File: src/shared/dsp_pkg.sv
// shared constants and carrier types for the driver serial datagram port
package dsp_pkg;

  // ------------------------------------------------------------
  // datagram geometry
  // ------------------------------------------------------------
  localparam int DATAGRAM_BITS = 40;
  localparam int DATA_BITS     = 32;
  localparam int ADDR_BITS     = 7;
  localparam int STATUS_BITS   = 8;
  localparam int CNT_BITS      = 6;
  localparam logic [CNT_BITS-1:0] FULL_COUNT = 6'h28;  // forty serial clocks

  // field positions inside a datagram
  localparam int FLAG_POS   = 39;
  localparam int ADDR_MSB   = 38;
  localparam int ADDR_LSB   = 32;
  localparam int STATUS_MSB = 39;
  localparam int STATUS_LSB = 32;

  // ------------------------------------------------------------
  // pin conditioning and reset values
  // ------------------------------------------------------------
  localparam int SYNC_STAGES = 3;
  localparam int PIN_COUNT   = 3;
  localparam int PIN_SCK     = 0;
  localparam int PIN_SDI     = 1;
  localparam int PIN_CS      = 2;
  localparam logic [PIN_COUNT-1:0] PIN_IDLE  = 3'h5;   // clock high, data low, deselected
  localparam logic [DATA_BITS-1:0] DATA_RST  = 32'h00000000;
  localparam logic [STATUS_BITS-1:0] STAT_RST = 8'h00;

  // incoming command as it sits in the shift register
  typedef struct packed {
    logic                 write_not_read_flag;
    logic [ADDR_BITS-1:0] addr;
    logic [DATA_BITS-1:0] data;
  } dsp_cmd_t;

  // outgoing answer loaded at the start of a frame
  typedef struct packed {
    logic [STATUS_BITS-1:0] status;
    logic [DATA_BITS-1:0]   data;
  } dsp_resp_t;

  // register-side access request
  typedef struct packed {
    logic                 wr;
    logic                 rd;
    logic [ADDR_BITS-1:0] addr;
    logic [DATA_BITS-1:0] wdata;
  } dsp_req_t;

endpackage

File: src/verilog/dsp_port.sv
// serial datagram port: forty-bit mode-3 slave with one-deep read pipeline
`timescale 1ns/1ps
module dsp_port
(
  // system clock, reset and freeze
  input  wire logic                               clk_sys,
  input  wire logic                               reset,
  input  wire logic                               clk_en,
  // serial link pins
  input  wire logic                               sck,
  input  wire logic                               sdi,
  input  wire logic                               chip_select_low,
  output logic                                    sdo,
  output logic                                    sdo_oe_n,
  // access port towards the driver register set
  output logic                                    reg_wr,
  output logic                                    reg_rd,
  output logic      [dsp_pkg::ADDR_BITS-1:0]      reg_addr,
  output logic      [dsp_pkg::DATA_BITS-1:0]      reg_wdata,
  input  wire logic [dsp_pkg::DATA_BITS-1:0]      reg_rdata,
  // live status flags from the driver core
  input  wire logic [dsp_pkg::STATUS_BITS-1:0]    status_in
);

  // ------------------------------------------------------------
  // pin conditioning
  // ------------------------------------------------------------
  logic [dsp_pkg::PIN_COUNT-1:0] pin_clean;
  logic [dsp_pkg::PIN_COUNT-1:0] pin_prev_reg;

  dsp_sync u_sync
  (
    .clk_sys   (clk_sys),
    .reset     (reset),
    .clk_en    (clk_en),
    .pin_in    ({chip_select_low, sdi, sck}),
    .pin_clean (pin_clean)
  );

  // edge decode on the cleaned levels; each serial clock phase must last two clk_sys cycles, so at most a quarter of clk_sys
  wire sck_rise = pin_clean[dsp_pkg::PIN_SCK] & ~pin_prev_reg[dsp_pkg::PIN_SCK];
  wire sck_fall = ~pin_clean[dsp_pkg::PIN_SCK] & pin_prev_reg[dsp_pkg::PIN_SCK];
  wire cs_fall  = ~pin_clean[dsp_pkg::PIN_CS] & pin_prev_reg[dsp_pkg::PIN_CS];
  wire cs_rise  = pin_clean[dsp_pkg::PIN_CS] & ~pin_prev_reg[dsp_pkg::PIN_CS];
  wire selected = ~pin_clean[dsp_pkg::PIN_CS];
  wire bit_in   = pin_clean[dsp_pkg::PIN_SDI];

  // ------------------------------------------------------------
  // state
  // ------------------------------------------------------------
  logic [dsp_pkg::DATAGRAM_BITS-1:0] shift_reg;
  logic [dsp_pkg::DATAGRAM_BITS-1:0] shift_next;
  logic [dsp_pkg::CNT_BITS-1:0]      count_reg;
  logic [dsp_pkg::CNT_BITS-1:0]      count_next;
  logic [dsp_pkg::DATA_BITS-1:0]     resp_data_reg;
  logic [dsp_pkg::DATA_BITS-1:0]     resp_data_next;
  logic [dsp_pkg::STATUS_BITS-1:0]   status_reg;
  logic                              rd_pend_reg;
  logic                              sdo_reg;
  logic                              sdo_next;
  logic                              oe_n_reg;
  dsp_pkg::dsp_req_t                 req_reg;
  dsp_pkg::dsp_req_t                 req_next;

  // ------------------------------------------------------------
  // datagram decode
  // ------------------------------------------------------------
  dsp_pkg::dsp_cmd_t  cmd;
  dsp_pkg::dsp_resp_t resp;

  // the last forty bits before select rises form the command
  assign cmd  = dsp_pkg::dsp_cmd_t'(shift_reg);
  // answer is status byte ahead of the 32-bit data word
  assign resp = '{status: status_reg, data: resp_data_reg};

  // a frame with fewer than forty clocks is dropped as incomplete
  wire frame_ok  = (count_reg == dsp_pkg::FULL_COUNT);
  wire do_access = cs_rise & frame_ok;
  wire is_write  = cmd.write_not_read_flag;

  // ------------------------------------------------------------
  // shift path: one register serves both directions, so surplus bits
  // come back out forty clocks later without extra storage
  // ------------------------------------------------------------
  assign shift_next = cs_fall ? dsp_pkg::DATAGRAM_BITS'(resp)
                    : (selected & sck_rise) ? {shift_reg[dsp_pkg::DATAGRAM_BITS-2:0], bit_in}
                    : shift_reg;
  assign count_next = cs_fall ? '0
                    : (selected & sck_rise & ~frame_ok) ? count_reg + 6'h01
                    : count_reg;

  // output bit changes only after a falling clock, first bit at select
  assign sdo_next = cs_fall ? resp.status[dsp_pkg::STATUS_BITS-1]
                  : (selected & sck_fall) ? shift_reg[dsp_pkg::DATAGRAM_BITS-1]
                  : sdo_reg;

  // ------------------------------------------------------------
  // access request towards the register set
  // ------------------------------------------------------------
  // reads never raise the write strobe; their data field is ignored
  assign req_next = '{wr:    do_access & is_write,
                      rd:    do_access & ~is_write,
                      addr:  do_access ? cmd.addr : req_reg.addr,
                      wdata: (do_access & is_write) ? cmd.data : req_reg.wdata};

  // write echoes its data; a read takes the register value a cycle later
  assign resp_data_next = (do_access & is_write) ? cmd.data
                        : rd_pend_reg ? reg_rdata
                        : resp_data_reg;

  // link-side registers
  always_ff @(posedge clk_sys)
  begin
    if (reset)
    begin
      pin_prev_reg <= dsp_pkg::PIN_IDLE;
      shift_reg    <= '0;
      count_reg    <= '0;
      sdo_reg      <= 1'b0;
      oe_n_reg     <= 1'b1;
    end
    else if (clk_en)
    begin
      pin_prev_reg <= pin_clean;
      shift_reg    <= shift_next;
      count_reg    <= count_next;
      sdo_reg      <= sdo_next;
      oe_n_reg     <= ~selected;
    end
  end

  // access-side registers
  always_ff @(posedge clk_sys)
  begin
    if (reset)
    begin
      req_reg       <= '{wr: 1'b0, rd: 1'b0, addr: '0, wdata: dsp_pkg::DATA_RST};
      rd_pend_reg   <= 1'b0;
      resp_data_reg <= dsp_pkg::DATA_RST;
      status_reg    <= dsp_pkg::STAT_RST;
    end
    else if (clk_en)
    begin
      req_reg       <= req_next;
      rd_pend_reg   <= req_next.rd;
      resp_data_reg <= resp_data_next;
      // fresh status captured at the close of each access
      if (cs_rise)
        status_reg <= status_in;
    end
  end

  // outputs straight from flops
  assign sdo       = sdo_reg;
  assign sdo_oe_n  = oe_n_reg;
  assign reg_wr    = req_reg.wr;
  assign reg_rd    = req_reg.rd;
  assign reg_addr  = req_reg.addr;
  assign reg_wdata = req_reg.wdata;
endmodule

File: src/verilog/dsp_sync.sv
// three-stage pin synchroniser with agreement filter
`timescale 1ns/1ps
module dsp_sync
(
  // clock and control
  input  wire logic                              clk_sys,
  input  wire logic                              reset,
  input  wire logic                              clk_en,
  // pins in, clean levels out
  input  wire logic [dsp_pkg::PIN_COUNT-1:0]     pin_in,
  output logic      [dsp_pkg::PIN_COUNT-1:0]     pin_clean
);

  genvar g;
  generate
    for (g = 0; g < dsp_pkg::PIN_COUNT; g++)
    begin : g_pin
      logic s1_reg;
      logic s2_reg;
      logic s3_reg;
      logic clean_reg;
      // first stage is read only by the second; the filter waits on stages two and three
      always_ff @(posedge clk_sys)
      begin
        if (reset)
        begin
          s1_reg    <= dsp_pkg::PIN_IDLE[g];
          s2_reg    <= dsp_pkg::PIN_IDLE[g];
          s3_reg    <= dsp_pkg::PIN_IDLE[g];
          clean_reg <= dsp_pkg::PIN_IDLE[g];
        end
        else if (clk_en)
        begin
          s1_reg <= pin_in[g];
          s2_reg <= s1_reg;
          s3_reg <= s2_reg;
          if (s2_reg == s3_reg)
            clean_reg <= s3_reg;
        end
      end
      assign pin_clean[g] = clean_reg;
    end
  endgenerate

endmodule

File: config.mk
export PLATFORM = sky130hd
export DESIGN_NAME = dsp_port
export DESIGN_NICKNAME = d
export VERILOG_FILES = /design/src/shared/dsp_pkg.sv /design/src/verilog/dsp_port.sv /design/src/verilog/dsp_sync.sv
export SDC_FILE = /design/constraint.sdc
export NUM_CORES = 1
export LEC_CHECK = 0
export BUFFER_PORTS_ARGS = -buffer_cell sky130_fd_sc_hd__buf_2
export CAP_MARGIN = 20
export CORE_MARGIN = 3
export CORE_UTILIZATION = 45
export CTS_CLUSTER_DIAMETER = 80
export DETAILED_ROUTE_END_ITERATION = 10
export PLACE_DENSITY = 0.65
export SLEW_MARGIN = 20
export SYNTH_ARGS = -nofsm -noshare
export SYNTH_HDL_FRONTEND = slang
export SYNTH_SLANG_ARGS = --single-unit
File: constraint.sdc
create_clock -name clk_sys -period 5.3 [get_ports clk_sys]
set_input_delay 0.53 -clock clk_sys [delete_from_list [all_inputs] [get_ports clk_sys]]
set_output_delay 0.53 -clock clk_sys [all_outputs]
set_load 0.01 [all_outputs]
==> flow_summary.json <==
{
  "holdWs_ns": 0.321,
  "setup.worst_path.start_class": "register",
  "ant_nets": 0,
  "drc": 0,
  "fin_nets": 737,
  "syn_to_final_growth_pct": 17.7,
  "diodes": 0,
  "path_cells": "nand3b_1 > o41ai_4 > buf_4 > nor2_1 > a211oi_2",
  "cts-root-buf": "clkbuf_16",
  "fin_crit_sh_pct": 48.9,
  "synthFlopType": "dfxtp_1",
  "fp-row-count": 41,
  "ios": 89,
  "fmax_ghz": 0.386,
  "synthCells": 628,
  "p_per_area_nw_per_um2": 335,
  "clock_skew_ns": 0.00466,
  "clockBufferDepth": 2,
  "multi_input_area_um2": 2880,
  "cts_setup_buffers": 0,
  "hold_class": "in -> reg",
  "synthesis.nets": 676,
  "cp_max_fo": 64,
  "cts_sinks": 142,
  "synth_cell_types": 38,
  "ys_ff_latch": 142,
  "setup_tns_ns": 0,
  "die_x_um": 122,
  "worstSetupPathType": "reg -> reg",
  "slew_headroom_pct": 26.5,
  "synth-async-reset-ratio_pct": 0,
  "drt_first_pass_iters": 4,
  "via_per_inst": 5.21,
  "fin_crit_ns": 2.59,
  "routed_wirelength_mm": 12.7,
  "initial_core_util_pct": 46.8,
  "clkLatencyLatePin_ns": 0.41,
  "drive_gt1_share_pct": 23.1,
  "max_stage_delay_ns": 0.68,
  "yosys-top-cells-count": "dfxtp_1, nor2_1, mux2i_1",
  "cts_buffers": 17,
  "cp_num_buf_inv": 1,
  "cp-end-kind": "register",
  "path_delay_family": "simple AND/OR/NAND/NOR gates",
  "post_cts_resized": 0,
  "synth_edf_count": 0,
  "yosys-top-cells-area": "dfxtp_1, mux2i_1, nor2_1",
  "max-cap-violations": 0,
  "wl_per_cell_um": 14.6,
  "worst_slew_pin_slew_ns": 1.10,
  "synth_top_cell_by_area": "dfxtp_1",
  "fill_cells": 1170,
  "p_leak_nw": 2.52,
  "hold_buffers": 0,
  "drt_iter0_drc": 286,
  "cts_tree": "done",
  "die_height_um": 122,
  "gp_congestion": 0.704,
  "overflow": 0,
  "outcome": "finished, final reports clean",
  "track_usage_pct": 17.9,
  "register_area_um2": 2840,
  "synth.most_common_cell": "dfxtp_1",
  "ys_seq_area_share_pct": 47.3,
  "core_um2": 12800,
  "die-area_um2": 14800,
  "vias": 4553,
  "yosys_warnings": 0,
  "cts.htree.levels": 4,
  "dp_hpwl_mm": 8.03,
  "crit_required_ns": 5.63,
  "portBuffers": 88,
  "yosysTopAreaCellShare_pct": 47.3,
  "grt_pass1_wl_mm": 21.0,
  "antenna_found_initial": 1,
  "largest_reg_flops": 40,
  "clk_pin_slew_ns": 0.06,
  "drv_slew": 0,
  "peakVddDrop_v": 0.000264,
  "grt_setup_unrepaired": "false",
  "final_hold_viol_count": 0,
  "avgSynthCellArea_um2": 9.57,
  "slowest_stage": "buf_4",
  "setup_viol": 0,
  "synth_area_um2": 6010,
  "critical_path_arrival_ns": 2.92,
  "grt_max_degree": 83,
  "grt_pass1_vias": 4454
}
-- layer usage --
layer  up-vias  routed length (um)  global-route usage [%]
met5         -                  13                       0
met4         2                 171                    7.49
met3        16                 680                    5.52
met2        97                6020                    28.6
met1      2118                5840                    22.5
li1       2320                   -                       -
-- cell usage in the layout, fill, tap and decap left out, types with 7 or more instances in the layout --
| cell | n |
|---|---|
| nor2_1 | 96 |
| dfxtp_1 | 142 |
| buf_4 | 7 |
| mux2i_1 | 91 |
| a211oi_1 | 44 |
| a211oi_2 | 28 |
| nand2_1 | 69 |
| buf_2 | 87 |
| inv_1 | 7 |
| a21oi_1 | 44 |
| clkbuf_16 | 17 |
-- final timing paths --
path                    from                     end  slack, ns  cells after the start
max          pin_prev_reg[2]       resp_data_reg[22]       2.71                      5
min          chip_select_low  u_sync.g_pin[2].s1_reg       0.32                      2
max reg2reg  pin_prev_reg[2]       resp_data_reg[22]       2.71                      5
min reg2reg    reg_wdata[16]           reg_wdata[16]       0.45                      2
-- kinds of logic (layout without fill, tap and decap cells) --
family | count (synthesis) | count (layout) | synth area share [%]
buffers and inverters | 59 | 133 | 4.87
AO/OA/AOI/OAI | 140 | 140 | 18.3
flip-flops | 142 | 142 | 47.3
multiplexers | 91 | 91 | 15.2
AND/OR/NAND/NOR | 191 | 191 | 13.5
adder cells (fa/ha/maj) | 2 | 2 | 0.417
XOR/XNOR | 3 | 3 | 0.437
-- per-stage QoR --
| stage | cells | total power (W) | instance area, um2 | util, % | setup WS (ns) |
|---|---|---|---|---|---|
| floorplan | 628 | 0.00115 | 6010 | - | 3.52 |
| global placement | 842 | 0.00118 | 6450 | 50.3 | 2.39 |
| detailed placement | 842 | 0.00118 | 6450 | 50.3 | 2.31 |
| CTS | 874 | 0.00240 | 7070 | 55.1 | 2.69 |
| global route | 874 | 0.00245 | 7070 | 55.1 | 2.35 |
| finish | 874 | 0.00237 | 7070 | 55.1 | 2.71 |
-- final cells by class --
cell class / instances / share of cell area, %
sequential: 142 / 40.2
clock inverter: 11 / 1.95
timing repair buffer: 94 / 6.90
clock buffer: 21 / 6.79
inverter: 7 / 0.372
tap: 172 / 3.04
multi-input combinational: 427 / 40.7
-- power breakdown --
part           switching (W)  internal (W)
clock network       0.000434      0.000785
registers         0.00000627       0.00108
logic              0.0000429     0.0000289
total               0.000483       0.00189
Note: power is estimated with default switching activity, not from simulation.
